**src/rtl/gpp_pkg.sv**
```systemverilog
package gpp_pkg;

	// ==========================================================
	// Register map (printed offsets are not word aligned: index)
	localparam logic [3:0] GPP_IDX_DATA_A   = 4'h0;
	localparam logic [3:0] GPP_IDX_DATA_B   = 4'h1;
	localparam logic [3:0] GPP_IDX_DATA_C   = 4'h2;
	localparam logic [3:0] GPP_IDX_DIR_A    = 4'h4;
	localparam logic [3:0] GPP_IDX_DIR_B    = 4'h5;
	localparam logic [3:0] GPP_IDX_DIR_C    = 4'h6;
	localparam logic [3:0] GPP_IDX_PULL_AB  = 4'h8;
	localparam logic [3:0] GPP_IDX_PULL_C   = 4'h9;
	localparam logic [3:0] GPP_IDX_OD_SEL   = 4'hA;
	localparam logic [3:0] GPP_IDX_IRQ_CTL  = 4'hB;

	// ==========================================================
	// Field positions
	localparam int GPP_POS_PULL_AL  = 0;
	localparam int GPP_POS_PULL_AH  = 1;
	localparam int GPP_POS_PULL_BL  = 2;
	localparam int GPP_POS_PULL_BH  = 3;
	localparam int GPP_POS_PULL_C   = 0;
	localparam int GPP_POS_OD_C     = 2;
	localparam int GPP_POS_IRQ_EN   = 0;
	localparam int GPP_POS_C3       = 3;

	// ==========================================================
	// Reset values and masks
	localparam logic [7:0] GPP_RST_BYTE  = 8'h00;
	localparam logic [3:0] GPP_RST_NIB   = 4'h0;
	localparam logic [7:0] GPP_MASK_C    = 8'h0F;
	localparam logic [3:0] GPP_C_OD_ONLY = 4'hC;
	localparam logic [3:0] GPP_SYNC_RST  = 4'h0;

	typedef enum logic [1:0] {
		GPP_BUS_IDLE  = 2'b00,
		GPP_BUS_WRITE = 2'b01,
		GPP_BUS_READ  = 2'b11
	} gpp_phase_e;

	typedef struct packed {
		logic [7:0] a;
		logic [7:0] b;
		logic [3:0] c;
	} gpp_pins_s;

endpackage

```
**src/rtl/gpp_sync.sv**
```systemverilog
`timescale 1ns/1ps
// ==========================================================
// Three-stage pin synchroniser; change accepted when stages 2,3 agree
module gpp_sync
	import gpp_pkg::*;
#(
	parameter int W = 4
) (
	input  wire logic         hclk,     // Clock
	input  wire logic         hresetn,  // Async reset, low
	input  wire logic [W-1:0] d,        // Raw pin levels
	output logic      [W-1:0] q         // Filtered levels
);
	typedef struct packed {
		logic [W-1:0] s1;
		logic [W-1:0] s2;
		logic [W-1:0] s3;
		logic [W-1:0] q;
	} gpp_sync_s;

	gpp_sync_s st_r;
	gpp_sync_s st_nxt;

	always_comb begin
		st_nxt    = st_r;
		st_nxt.s1 = d;
		st_nxt.s2 = st_r.s1;
		st_nxt.s3 = st_r.s2;
		for (int i = 0; i < W; i++) begin
			if (st_r.s2[i] == st_r.s3[i]) begin
				st_nxt.q[i] = st_r.s3[i];
			end
		end
	end

	always_ff @(posedge hclk or negedge hresetn) begin
		if (!hresetn) begin
			st_r <= '0;
		end else begin
			st_r <= st_nxt;
		end
	end

	assign q = st_r.q;
endmodule // gpp_sync

```
**src/rtl/gpp_port.sv**
```systemverilog
// Implementation choice: the AHB-Lite interface to the registers.
`timescale 1ns/1ps
module gpp_port
	import gpp_pkg::*;
(
	input  wire logic        hclk,        // Bus clock
	input  wire logic        hresetn,     // Async reset, low
	input  wire logic        hsel,        // Slave select
	input  wire logic [31:0] haddr,       // Address
	input  wire logic [1:0]  htrans,      // Transfer type
	input  wire logic        hwrite,      // Write
	input  wire logic [2:0]  hsize,       // Size
	input  wire logic        hready,      // Bus ready
	input  wire logic [31:0] hwdata,      // Write data
	output logic      [31:0] hrdata,      // Read data
	output logic             hreadyout,   // Slave ready
	output logic             hresp,       // Response
	input  wire gpp_pins_s   pin_in,      // Pin levels
	output gpp_pins_s        pin_out,     // Pin drive values
	output gpp_pins_s        pin_oe_n,    // Drive enable, low drives
	output gpp_pins_s        pin_pullup,  // Pull-up connect
	output logic             ext_irq_in   // External interrupt input
);
	// ==========================================================
	// State
	typedef struct packed {
		// Bus phase tracking
		gpp_phase_e phase;
		logic [3:0] idx;

		// Port data latches
		logic [7:0] lat_a;
		logic [7:0] lat_b;
		logic [3:0] lat_c;

		// Direction bits, one is output
		logic [7:0] dir_a;
		logic [7:0] dir_b;
		logic [3:0] dir_c;

		// Control bits
		logic [3:0] pull_ab;
		logic       pull_c;
		logic       od_c;
		logic       irq_en;

		// Registered outputs
		logic [31:0] rdata;
		gpp_pins_s  out;
		gpp_pins_s  oe_n;
		gpp_pins_s  pull;
		logic       irq;
	} gpp_port_s;

	gpp_port_s st_r;
	gpp_port_s st_nxt;
	gpp_pins_s pin_sync;

	// ==========================================================
	// Pin synchroniser
	gpp_sync #(
		.W ($bits(gpp_pins_s))
	) u_sync (
		.hclk    (hclk),
		.hresetn (hresetn),
		.d       (pin_in),
		.q       (pin_sync)
	);

	// ==========================================================
	// Combinational helpers
	logic [7:0]  rd_a;      // Port A read value
	logic [7:0]  rd_b;      // Port B read value
	logic [3:0]  rd_c;      // Port C read value
	logic [3:0]  od_mask;   // Port C bits driving open-drain
	logic [7:0]  pull_a;    // Port A pull-up request per pin
	logic [7:0]  pull_b;    // Port B pull-up request per pin
	logic [7:0]  wb;        // Write byte
	logic        acc_take;  // Address phase accepted
	logic [11:0] wr_hit;    // One-hot data phase write target
	logic [7:0]  rd_byte;   // Byte of the addressed register

	// ==========================================================
	// Read values and pull-up requests
	always_comb begin
		// Output bits read the latch, input bits read the pin
		rd_a = (st_r.dir_a & st_r.lat_a) | (~st_r.dir_a & pin_sync.a);
		rd_b = (st_r.dir_b & st_r.lat_b) | (~st_r.dir_b & pin_sync.b);
		rd_c = (st_r.dir_c & st_r.lat_c) | (~st_r.dir_c & pin_sync.c);
		// C2, C3 never drive high; the select widens this to C0, C1
		od_mask = st_r.od_c ? 4'hF : GPP_C_OD_ONLY;
		pull_a = {{4{st_r.pull_ab[GPP_POS_PULL_AH]}}, {4{st_r.pull_ab[GPP_POS_PULL_AL]}}};
		// Port B requests exist, but the display drive keeps them off
		pull_b = {{4{st_r.pull_ab[GPP_POS_PULL_BH]}}, {4{st_r.pull_ab[GPP_POS_PULL_BL]}}};
		wb = hwdata[7:0];
		acc_take = hsel && hready && htrans[1];
	end

	// ==========================================================
	// Data phase write decode
	always_comb begin
		wr_hit = 12'h000;
		if (st_r.phase == GPP_BUS_WRITE) begin
			unique case (st_r.idx)
				// Data latches
				GPP_IDX_DATA_A: begin
					wr_hit[GPP_IDX_DATA_A] = 1'b1;
				end
				GPP_IDX_DATA_B: begin
					wr_hit[GPP_IDX_DATA_B] = 1'b1;
				end
				GPP_IDX_DATA_C: begin
					wr_hit[GPP_IDX_DATA_C] = 1'b1;
				end
				// Direction
				GPP_IDX_DIR_A: begin
					wr_hit[GPP_IDX_DIR_A] = 1'b1;
				end
				GPP_IDX_DIR_B: begin
					wr_hit[GPP_IDX_DIR_B] = 1'b1;
				end
				GPP_IDX_DIR_C: begin
					wr_hit[GPP_IDX_DIR_C] = 1'b1;
				end
				// Controls
				GPP_IDX_PULL_AB: begin
					wr_hit[GPP_IDX_PULL_AB] = 1'b1;
				end
				GPP_IDX_PULL_C: begin
					wr_hit[GPP_IDX_PULL_C] = 1'b1;
				end
				GPP_IDX_OD_SEL: begin
					wr_hit[GPP_IDX_OD_SEL] = 1'b1;
				end
				GPP_IDX_IRQ_CTL: begin
					wr_hit[GPP_IDX_IRQ_CTL] = 1'b1;
				end
				default: begin
					wr_hit = 12'h000;
				end
			endcase
		end
	end

	// ==========================================================
	// Read mux; unmapped indices and reserved bits read zero
	always_comb begin
		rd_byte = 8'h00;
		unique case (haddr[5:2])
			// Data latches or pins
			GPP_IDX_DATA_A: begin
				rd_byte = rd_a;
			end
			GPP_IDX_DATA_B: begin
				rd_byte = rd_b;
			end
			GPP_IDX_DATA_C: begin
				rd_byte[3:0] = rd_c;
			end
			// Direction
			GPP_IDX_DIR_A: begin
				rd_byte = st_r.dir_a;
			end
			GPP_IDX_DIR_B: begin
				rd_byte = st_r.dir_b;
			end
			GPP_IDX_DIR_C: begin
				rd_byte[3:0] = st_r.dir_c;
			end
			// Controls
			GPP_IDX_PULL_AB: begin
				rd_byte[3:0] = st_r.pull_ab;
			end
			GPP_IDX_PULL_C: begin
				rd_byte[GPP_POS_PULL_C] = st_r.pull_c;
			end
			GPP_IDX_OD_SEL: begin
				rd_byte[GPP_POS_OD_C] = st_r.od_c;
			end
			GPP_IDX_IRQ_CTL: begin
				rd_byte[GPP_POS_IRQ_EN] = st_r.irq_en;
			end
			default: begin
				rd_byte = 8'h00;
			end
		endcase
	end

	// ==========================================================
	// Next state
	always_comb begin
		st_nxt = st_r;
		st_nxt.rdata = 32'h0000_0000;
		// Writes land at the end of the data phase, no wait states
		if (wr_hit[GPP_IDX_DATA_A]) begin
			st_nxt.lat_a = wb;
		end
		if (wr_hit[GPP_IDX_DATA_B]) begin
			st_nxt.lat_b = wb;
		end
		if (wr_hit[GPP_IDX_DATA_C]) begin
			st_nxt.lat_c = wb[3:0];
		end
		// Direction bits
		if (wr_hit[GPP_IDX_DIR_A]) begin
			st_nxt.dir_a = wb;
		end
		if (wr_hit[GPP_IDX_DIR_B]) begin
			st_nxt.dir_b = wb;
		end
		if (wr_hit[GPP_IDX_DIR_C]) begin
			st_nxt.dir_c = wb[3:0];
		end
		// Control bits; reserved bits are not stored
		if (wr_hit[GPP_IDX_PULL_AB]) begin
			st_nxt.pull_ab = wb[3:0];
		end
		if (wr_hit[GPP_IDX_PULL_C]) begin
			st_nxt.pull_c = wb[GPP_POS_PULL_C];
		end
		if (wr_hit[GPP_IDX_OD_SEL]) begin
			st_nxt.od_c = wb[GPP_POS_OD_C];
		end
		if (wr_hit[GPP_IDX_IRQ_CTL]) begin
			st_nxt.irq_en = wb[GPP_POS_IRQ_EN];
		end

		// Address phase: capture target and read data together
		st_nxt.phase = GPP_BUS_IDLE;
		if (acc_take) begin
			st_nxt.idx = haddr[5:2];
			if (hwrite) begin
				st_nxt.phase = GPP_BUS_WRITE;
			end else begin
				st_nxt.phase = GPP_BUS_READ;
				st_nxt.rdata = {24'h00_0000, rd_byte};
			end
		end

		// ==========================================================
		// Port A: push-pull, pull-up only while an input
		for (int i = 0; i < 8; i++) begin
			st_nxt.out.a[i] = st_nxt.lat_a[i];
			st_nxt.oe_n.a[i] = ~st_nxt.dir_a[i];
			st_nxt.pull.a[i] = pull_a[i] & ~st_nxt.dir_a[i];
		end

		// ==========================================================
		// Port B: always driven by the display or by software
		for (int i = 0; i < 8; i++) begin
			// Display drivers hold the pin high until software takes it
			st_nxt.out.b[i] = st_nxt.dir_b[i] ? st_nxt.lat_b[i] : 1'b1;
			st_nxt.oe_n.b[i] = 1'b0;
			st_nxt.pull.b[i] = pull_b[i] & st_nxt.oe_n.b[i];
		end

		// ==========================================================
		// Port C: open-drain bits drive only a low, never a high
		for (int i = 0; i < 4; i++) begin
			if (st_nxt.dir_c[i] && od_mask[i]) begin
				st_nxt.out.c[i] = 1'b0;
				st_nxt.oe_n.c[i] = st_nxt.lat_c[i];
				st_nxt.pull.c[i] = st_nxt.pull_c & st_nxt.lat_c[i];
			end else begin
				// Open-drain bits show no high even while undriven
				st_nxt.out.c[i] = st_nxt.lat_c[i] & ~od_mask[i];
				st_nxt.oe_n.c[i] = ~st_nxt.dir_c[i];
				st_nxt.pull.c[i] = st_nxt.pull_c & ~st_nxt.dir_c[i];
			end
		end

		// ==========================================================
		// Sensed level, so C3 feeds the interrupt as input or open-drain
		if (st_nxt.irq_en) begin
			st_nxt.irq = pin_sync.c[GPP_POS_C3];
		end else begin
			st_nxt.irq = 1'b0;
		end
	end

	// ==========================================================
	// Registers
	always_ff @(posedge hclk or negedge hresetn) begin
		if (!hresetn) begin
			// Bus
			st_r.phase   <= GPP_BUS_IDLE;
			st_r.idx     <= GPP_RST_NIB;
			st_r.rdata   <= 32'h0000_0000;
			// Latches and directions; every pin except the display port B starts as an input
			st_r.lat_a   <= GPP_RST_BYTE;
			st_r.lat_b   <= GPP_RST_BYTE;
			st_r.lat_c   <= GPP_RST_NIB;
			st_r.dir_a   <= GPP_RST_BYTE;
			st_r.dir_b   <= GPP_RST_BYTE;
			st_r.dir_c   <= GPP_RST_NIB;
			// Controls
			st_r.pull_ab <= GPP_RST_NIB;
			st_r.pull_c  <= 1'b0;
			st_r.od_c    <= 1'b0;
			st_r.irq_en  <= 1'b0;
			// Pin outputs: display port B drives high through reset
			st_r.out.a   <= GPP_RST_BYTE;
			st_r.out.b   <= 8'hFF;
			st_r.out.c   <= GPP_RST_NIB;
			st_r.oe_n.a  <= 8'hFF;
			st_r.oe_n.b  <= GPP_RST_BYTE;
			st_r.oe_n.c  <= 4'hF;
			st_r.pull.a  <= GPP_RST_BYTE;
			st_r.pull.b  <= GPP_RST_BYTE;
			st_r.pull.c  <= GPP_RST_NIB;
			st_r.irq     <= 1'b0;
		end else begin
			st_r <= st_nxt;
		end
	end

	// ==========================================================
	// Outputs
	assign hrdata     = st_r.rdata;
	assign hreadyout  = 1'b1;
	assign hresp      = 1'b0;
	assign pin_out    = st_r.out;
	assign pin_oe_n   = st_r.oe_n;
	assign pin_pullup = st_r.pull;
	assign ext_irq_in = st_r.irq;
endmodule // gpp_port

```
**config.mk**
```make
export PLATFORM = sky130hd
export DESIGN_NAME = gpp_port
export DESIGN_NICKNAME = d
export VERILOG_FILES = /design/src/rtl/gpp_pkg.sv /design/src/rtl/gpp_sync.sv /design/src/rtl/gpp_port.sv
export SDC_FILE = /design/constraint.sdc
export NUM_CORES = 1
export LEC_CHECK = 0
export ABC_AREA = 1
export BUFFER_PORTS_ARGS = -buffer_cell sky130_fd_sc_hd__clkbuf_2
export CELL_PAD_IN_SITES_DETAIL_PLACEMENT = 0
export CELL_PAD_IN_SITES_GLOBAL_PLACEMENT = 2
export CORE_UTILIZATION = 34
export CTS_CLUSTER_DIAMETER = 150
export CTS_CLUSTER_SIZE = 8
export DETAILED_ROUTE_END_ITERATION = 12
export PLACE_DENSITY = 0.94
export SYNTH_ARGS = -nofsm -noshare
export SYNTH_HDL_FRONTEND = slang
export SYNTH_HIERARCHICAL = 1
export SYNTH_SLANG_ARGS = --single-unit
export TNS_END_PERCENT = 10
```
**constraint.sdc**
```tcl
create_clock -name hclk -period 3.4 [get_ports hclk]
set_input_delay 0.17 -clock hclk [delete_from_list [all_inputs] [get_ports hclk]]
set_output_delay 0.17 -clock hclk [all_outputs]
set_load 0.02 [all_outputs]
```
[After elaboration in Yosys (flattened, before gate mapping)]
Index checks and enable logic that the tools add are counted.
Word-level totals
  register bits after elaboration: 202
  memories: 0
  bits in writable memories: 0
  output and inout bits: 95
  memory bits (read-only): 0
  latch bits: 0
Cells by class
  div/mod/pow operators: 0
  multiply operators: 0
  add/sub/neg operators: 0
  bitwise logic cells: 48
  eq/ne operators: 39
  shift operators: 0
  order comparisons: 0
  reductions and logical operators: 8
  muxes and demuxes: 49
Operators with widths (number)
  $mux W8: 5
  $mux W1: 33
  $and A8 B8 Y8: 4
  $eq A4 B4 Y1 const B: 8
  $eq A4 B3 Y1 const B: 6
  $and A1 B1 Y1: 20
  $eq A1 B1 Y1: 20
  $not A8 Y8: 2
  $or A8 B8 Y8: 2
  $pmux W4 S4: 1
  $not A1 Y1: 14
  $pmux W1 S7: 2
  $mux W12: 1
  $pmux W1 S9: 1
  $and A4 B4 Y4: 2
  $eq A4 B1 Y1 const B: 2
  $eq A4 B2 Y1 const B: 2
  $logic_not A4 Y1: 2
  $mux W4: 2
  $pmux W1 S8: 1
  $mux W6: 1
  $logic_and A1 B1 Y1: 4
  $mux W2: 2
  $not A4 Y4: 1
  4 further kinds: 6

[Depth between registers and ports, before layout]
Gate-level depths: netlist of the first run.
  depth after elaboration: 7
  gate-level depth with buffers: 10

[Hierarchy]
The synthesis of the first run kept the hierarchy.
By module, submodules not included
  gpp_port: cells each 567, area each 4812.1 µm², instances 1
  gpp_sync: cells each 180, area each 2477.4 µm², instances 1

[Least setup slack after synthesis of the first run]
No wires, ideal clock.
  path kind: register to register
  start point: register st_r[141] in the netlist's numbering
  end point: register st_r, in the netlist pin_out[18]
  path buffers: 1
  arrival: 1.123 ns
  data required time: 3.269 ns
  path slack: 2.147 ns
  stages on the path, launching flop included: 6
  library setup time: 0.131 ns
  cell sequence: dfrtp_1 -> nor3_4 -> nand2_1 -> clkbuf_1 -> nand2_1 -> o21ai_0
Between the ends
  cells in the longest elaborated chain, start to end: 3
Ends and longest elaborated chain
  start: declaration: line gpp_port.sv:55  | gpp_port_s st_r;
  start signal: assignment: line gpp_port.sv:313  | st_r <= st_nxt;
  $logic_not A4 Y1: line gpp_port.sv:104  | unique case (st_r.idx)
  $mux W1: line gpp_port.sv:104
  $mux W12: line gpp_port.sv:103  | if (st_r.phase == GPP_BUS_WRITE) begin
Every way passes these cells.
A chain may end at the register's enable or synchronous reset.

==> key figures, run 1 <==
Worst setup path
  – Critical Path End Type: flip-flop
  – Critical Path Sink: pin_out[7]$_DFF_PN1_
  – Reg2reg path depth: 4
  – RR Endpoint: pin_out[7]$_DFF_PN1_
  – FF-to-FF Start: st_r[140]$_DFFE_PN0P_
  – Critical Path Source Type: flip-flop
  – CP peak stage delay: ~0.47 ns
  – CP top delay family: simple AND/OR/NAND/NOR gates
  – Setup slack, reg-to-reg: 1.59 ns
  – Crit path launch: st_r[140]$_DFFE_PN0P_
  – Crit path max fanout: 24
  – CP Data Required Time: around 3.7 ns
  – Worst path cell trace: nand3_1 > nor2_2 > nand2_1 > o211ai_1
  – WP depth: 4
  – Slowest stage cell, crit path: nand2_1
  – Data arrival time of the worst path: roughly 2.1 ns
  – Crit path buffers/inverters: 0
  – Setup Crit Path Kind: flip-flop to flip-flop

STA
  – Period Utilization, post-route: a little over half
  – Final min period: 1.809 ns
  – Final hold violation count: 0
  – Clock skew: about 0.011 ns
  – Max Clock Freq: roughly 550 MHz
  – Normalized max-slew margin: between 40% and 50%
  – Setup WS post-layout: around 1.6 ns
  – Max Slew Vio Count: 0
  – Setup TNS: 0 ns
  – Worst-margin pin slew: approximately 0.82 ns
  – RSZ-0062 raised after global routing: false
  – Endpoints failing setup: 0

Clocking
  – Post-CTS setup buffers: 0
  – Clock latency on the worst-skew pair: 0.43 ns
  – Cts repair resizes: 0
  – Root Driver: clkbuf_16
  – Clk buf depth: 2
  – Htree depth: 4
  – Worst-path clk slew: approximately 0.06 ns
  – CTS tree: yes
  – Cts bufs inserted: 17
  – Sinks on Clock Net: around 180

Routing
  – Overall routed net length: ~14,000 um
  – Drt drc: 0
  – DRT antenna net count: 0
  – DRT iter0 DRCs: roughly 350
  – WL per Instance: between 10 and 15 um
  – Via count: roughly 4,600
  – Initial DRT Pass Iterations: 5
  – Drt via density: roughly 4.2

Die
  – I/O Pins: approximately 190
  – Core area: around 0.021 mm2
  – Die area: 0.02203 mm2
  – # rows: 53
  – Die W: ~150 um
  – Starting Density: between 30% and 40%
  – Die height: 148.4 um

Placed design
  – Dpl ws: around 1.6 ns
  – Port buffer count: 88
  – Post-DP HPWL: slightly above 10,000 um
  – GPL Wtd Cong: about 0.85
  – Post-placement cell area: 0.007375 mm2

Finish
  – Util after Layout: 39.46%
  – Most common cell after layout, fill and taps aside: nand2_1
  – Share of layout cells above drive strength 1: between 15 and 20%
  – Layout Nets: 900
  – Ant diodes: 0
  – Commonest cells after routing, fill and taps aside: 168 x nand2_1, 156 x dfrtp_1, 87 x clkbuf_2, 78 x inv_1, 63 x nor2_1
  – Final Instance Area: a little over 0.008 mm2
  – Synth-to-layout area growth: 13.80%

Synthesis
  – Synth top area share: 53.55%
  – Cell accounting for the most synthesized area: dfrtp_1
  – Synthesis-stage register bit count: approximately 180
  – Cell count after synthesis: roughly 750
  – Distinct cells, synth: 24
  – Top cells by area, synth: dfrtp_1 54%, buf_4 12%, nand2_1 8.7%
  – YS warnings: 6
  – Post-synthesis sequential area ratio: 60.76%
  – Synth Cell Area: between 0.007 and 0.008 mm2
  – Mean post-synth cell area: between 9 and 10 um2

Global route
  – Total track usage: ~14%
  – Global-route wire length before repair: about 23,000 um
  – Vias in the first global route: roughly 4,200
  – Congestion Overflow GR: 0
  – Largest net degree at the start of global routing: 91
  – Initial antenna violation count: 0

Power
  – Power per cell area: slightly below 800 mW/mm2
  – Maximum vdd drop: ~0.00029 V
  – Static Leakage: 4.260 nW
  – Total power: around 6.5 mW

Flow run
  – # Max-Cap Violations: 0

Min path
  – Min-Delay Startpoint: hwdata[3]
  – Worst hold-check path type: input port to flip-flop

Run status
  – Status: completed
-- how the worst min path moves through the flow --
stage | to | slack, ns | cells after the start
after floorplan | ext_irq_in$_DFF_PN0_ | -0.13 | 0
after global placement | u_sync/st_nxt[40]$_DFF_PN0_ | 0.28 | 1
after detailed placement | u_sync/st_nxt[40]$_DFF_PN0_ | 0.28 | 1
after CTS | pin_oe_n[15]$_DFF_PN1_ | 0.03 | 2
after global routing | pin_oe_n[14]$_DFF_PN1_ | 0.04 | 2
final | pin_oe_n[15]$_DFF_PN1_ | 0.06 | 2
-- through the flow --
step | hold slack (ns) | instances
after CTS | 0.03012 | 1094
final | 0.06042 | 1094
after global placement | 0.2790 | 1034
after floorplan | -0.1256 | 789
after global routing | 0.04326 | 1094
after detailed placement | 0.2796 | 1034
-- sequential cells by signal, summed over array words and instances, names as in the netlist --
| register | cells |
|---|---|
| ext_irq_in | 1 |
| pin_oe_n | 12 |
| pull_b | 2 |
| hrdata | 8 |
| u_sync/st_nxt | 40 |
| pull_a | 2 |
| pin_out | 18 |
| u_sync/q | 20 |
| st_r | 41 |
| pin_pullup | 12 |
| u_sync/st_r | 20 |
-- kinds of logic after synthesis --
logic type	share of synthesized area, %
buffers and inverters	16.56
AOI/OAI and AO/OA	8.393
other	0.1030
and+or+nand+nor	14.18
DFF	60.76
-- area by class of cell --
class	count	area, um2
Multi-Input combinational cell	412	1810
Tap cell	275	344.1
Timing Repair Buffer	118	767.0
Clock buffer	23	457.9
Fill cell	2097	12730
Inverter	81	304.0
Clock inverter	9	182.7
Sequential cell	176	4429
-- metal layers --
metal	vias to the layer above	track usage, %	wire length (um)	part of all wire [%]
met1	2100	19.50	6860	49
met4	0	4.639	168	1.2
met2	158	20.09	6304	45
met5	-	0	0	0
met3	15	3.129	707	5.0
li1	2303	-	-	-
-- power breakdown --
group / total [mW] / internal [mW] / switching, mW / leakage [nW]
Combinational: 1.44 / 0.472 / 0.967 / 1.90
Clock: 2.11 / 1.33 / 0.784 / 0.302
Sequential: 2.95 / 2.66 / 0.283 / 2.06
-- Yosys cell counts (all sizes together) --
master	number
a21oi	36
a31oi	1
buf	119
clkbuf	1
conb	2
dfrtp	156
dfstp	20
inv	81
nand2	171
nand3	16
nand3b	1
nor2	66
nor3	5
o211ai	8
o21ai	64
-- timing repair --
action / in CTS / in global routing
endpoints found under the hold margin: 106 / 0
hold buffers: 28 / 0
setup endpoints to repair: 0 / 0
No activity file was read; power rests on OpenSTA's default activity.
==> inputs of run 2 (changes only) <==
- ABC_AREA: 1 -> 0
- CORE_UTILIZATION: 34 -> 35
- PLACE_DENSITY: 0.94 -> 0.89
- clock period: 3.4 -> 1.8 ns (I/O delays scaled with it)
==> key figures, run 2 <==
Routing
  – Drt via density: 4.383 (+4.8%)
  – DRT iter0 DRCs: 153 (-56%)
  – Via count: 3,835 (-16%)
  – Overall routed net length: 13,560 um (-3.4%)
  – WL per Instance: 15.50 um (+21%)
  – DRT antenna net count: 0 (unchanged)
  – Initial DRT Pass Iterations: 4 (-1)
  – Drt drc: 0 (unchanged)

Min path
  – Min-Delay Startpoint: hwdata[0]
  – Worst hold-check path type: input port to flip-flop
  – Worst Hold Depth: 2 (unchanged)

Clocking
  – CTS tree: yes
  – Root Driver: clkbuf_16
  – Worst-path clk slew: 0.07 ns (about the same)
  – Cts bufs inserted: 17 (unchanged)
  – Clk buf depth: 2 (unchanged)
  – Htree depth: 4 (unchanged)
  – Clock latency on the worst-skew pair: 0.43 ns (about the same)
  – Sinks on Clock Net: 176 (unchanged)

STA
  – Worst-margin pin slew: 0.5407 ns (-0.2797 ns)
  – RSZ-0062 raised after global routing: false
  – Hold Slack: 0.04820 ns (-0.01222 ns)
  – Period Utilization, post-route: 93.60% (+40 points)
  – Clock skew: 0.007489 ns (-0.003140 ns)
  – Max Clock Freq: 593.6 MHz (+7.4%)
  – Setup WS post-layout: 0.1152 ns (-1.476 ns)
  – Setup TNS: 0 ns (unchanged)
  – Max Slew Vio Count: 0 (unchanged)
  – Final hold violation count: 0 (unchanged)
  – Final min period: 1.685 ns (-0.1239 ns)
  – Normalized max-slew margin: 63.95% (+19 points)
  – Endpoints failing setup: 0 (unchanged)

Placed design
  – Cells after DPL: 817 (-21%)
  – Port buffer count: 88 (unchanged)
  – Dpl ws: 0.1186 ns (-1.507 ns)
  – Post-DP HPWL: 9680 um (-3.8%)
  – GPL Wtd Cong: 0.8705 (+1.9%)

Finish
  – Share of layout cells above drive strength 1: 41.32% (+22 points)
  – Filler instances: 1,908 (-9.0%)
  – Util after Layout: 40.70% (+1.2 points)
  – Max FFs per register: 41 (unchanged)
  – Synth-to-layout area growth: 13.90% (about the same)
  – Most common cell after layout, fill and taps aside: dfrtp_1
  – Post-Layout Cell Count: 875 (-20%)
  – Ant diodes: 0 (unchanged)
  – Commonest cells after routing, fill and taps aside: 156 x dfrtp_1, 87 x clkbuf_2, 48 x mux2_2, 44 x conb_1, 26 x dlygate4sd3_1
  – Largest register by flop count: st_r
  – Layout Nets: 686 (-24%)

Power
  – Net Sw Power: 3.363 mW (+65%)
  – Gate power share: 20.9% (-1.2 points)
  – Share of power burned in registers: 47.9% (+2.6 points)
  – Maximum vdd drop: 0.0005350 V (+87%)
  – Power per cell area: 1331 mW/mm2 (+70%)
  – Sw Ratio: 30.67% (-0.64 points)
  – Static Leakage: 3.843 nW (-9.8%)
  – Internal power: 7.602 mW (+70%)
  – Clk pwr share: 31.2% (-1.3 points)

Global route
  – Vias in the first global route: 4,108 (-1.5%)
  – GR met2 Demand/Resource: 22.44% (+2.3 points)
  – Global route hottest layer: met2
  – Initial antenna violation count: 0 (unchanged)
  – Total track usage: 13.90% (+0.31 points)
  – Largest net degree at the start of global routing: 59 (-35%)
  – Met1 Use GR: 17.02% (-2.5 points)
  – Met3 Use GR: 4.451% (+1.3 points)
  – Global-route wire length before repair: 22,310 um (-0.92%)
  – Congestion Overflow GR: 0 (unchanged)

Die
  – I/O Pins: 189 (unchanged)
  – # rows: 52 (-1.9%)
  – Die height: 145.7 um (-1.8%)
  – Core area: 0.02023 mm2 (-3.7%)
  – Starting Density: 35.73% (+1.1 points)
  – Die W: 145.7 um (-1.8%)
  – Die area: 0.02124 mm2 (-3.6%)

Worst setup path
  – Crit path launch: st_r[141]$_DFFE_PN0P_
  – CP top delay family: simple AND/OR/NAND/NOR gates
  – Crit path buffers/inverters: 0 (unchanged)
  – Critical Path End Type: flip-flop
  – WP depth: 4 (unchanged)
  – Worst path cell trace: nor4b_4 > nand2_4 > mux2i_1 > and2_1
  – FF-to-FF Start: st_r[141]$_DFFE_PN0P_
  – Critical Path Source Type: flip-flop
  – Crit path max fanout: 8 (-67%)
  – CP Data Required Time: 2.17 ns (-1.55 ns)
  – Data arrival time of the worst path: 2.05 ns (-0.07 ns)
  – Reg2reg path depth: 4 (unchanged)
  – Setup Crit Path Kind: flip-flop to flip-flop
  – Slowest stage cell, crit path: dfrtp_1
  – CP peak stage delay: 0.44 ns (-0.03 ns)

Synthesis
  – Synth Flop Type: dfrtp_1
  – Synth top area share: 53.99% (+0.44 points)
  – Number of synthesized flops with an enable pin: 0 (unchanged)
  – Most common library cells after synthesis: 156 x dfrtp_1, 114 x buf_4, 48 x mux2_2
  – YS warnings: 6 (unchanged)
  – Post-synthesis sequential area ratio: 61.26% (+0.49 points)
  – Top-count cell post-synth: dfrtp_1
  – Top cells by area, synth: dfrtp_1 54%, buf_4 12%, mux2_2 7.5%
  – Cell accounting for the most synthesized area: dfrtp_1
  – Asr flop ratio synth: 100.0% (unchanged)
  – Synthesis-stage register bit count: 176 (unchanged)
  – Synth Cell Area: 0.007231 mm2 (-0.81%)
  – Distinct cells, synth: 46 (+92%)
  – Mean post-synth cell area: 13.85 um2 (+42%)
  – Cell count after synthesis: 522 (-30%)

Flow run
  – # Max-Cap Violations: 0 (unchanged)

Run status
  – Status: completed
-- run 2: kinds of logic (layout without fill, tap and decap cells) --
group                    Yosys count  count (layout)  share of synthesized area, %
AO/OA/AOI/OAI                     50              50                         4.603
XOR/XNOR                           1               1                        0.1212
adder cells (fa/ha/maj)           20              20                         3.115
buffers and inverters            134             175                         13.10
flip-flops                       176             176                         61.26
multiplexers                      64              64                         10.04
other                              2              44                        0.1039
AND/OR/NAND/NOR                   75              75                         7.666
-- run 2: through the flow --
stage | power (mW) | area (um2)
6_report | 10.97 | 8235
5_1_grt | 11.55 | 8235
4_1_cts | 11.14 | 8235
3_5_place_dp | 7.600 | 7420
3_3_place_gp | 7.508 | 7420
2_1_floorplan | 7.318 | 7388
-- run 2: power groups by stage --
| stage | Sequential (mW) | Clock (mW) | Combinational [mW] |
|---|---|---|---|
| after detailed placement | 5.33 | 0 | 2.27 |
| after floorplan | 5.17 | 0 | 2.15 |
| final | 5.25 | 3.42 | 2.29 |
| after global placement | 5.28 | 0 | 2.22 |
| after CTS | 5.26 | 3.56 | 2.33 |
| after global routing | 5.36 | 3.71 | 2.48 |
-- run 2: layout make-up --
| cell class | count | area [um2] | area share [%] |
|---|---|---|---|
| Clock buffer | 17 | 425.4 | 5.166 |
| Timing Repair Buffer | 130 | 852.1 | 10.35 |
| Tap cell | 270 | 337.8 | 4.102 |
| Inverter | 13 | 48.80 | 0.5925 |
| Sequential cell | 176 | 4429 | 53.78 |
| Multi-Input combinational cell | 254 | 2012 | 24.43 |
| Clock inverter | 15 | 130.1 | 1.580 |
-- run 2: path summary, 6_finish.rpt --
path	end	slack, ns
worst max-delay path	pin_pullup[18]$_DFF_PN0_	0.12
worst min-delay path	pin_oe_n[12]$_DFF_PN1_	0.05
worst max register to register	pin_pullup[18]$_DFF_PN0_	0.12
worst min register to register	u_sync/st_nxt[32]$_DFF_PN0_	0.35
max in group asynchronous	pin_oe_n[15]$_DFF_PN1_	0.89
min in group asynchronous	pin_out[1]$_DFF_PN0_	0.21
-- run 2: what timing repair did --
action,in CTS,in global routing
hold buffers,26,0
resized for setup,0,0
endpoints found under the hold margin,93,0
setup buffers,0,0
-- run 2: per-layer routing --
metal,share of wire (%),up-vias,wire [um]
li1,-,1755,-
met1,43,1946,5785
met2,49,115,6707
met3,5.7,19,777
met4,2.2,0,294
met5,0,-,0
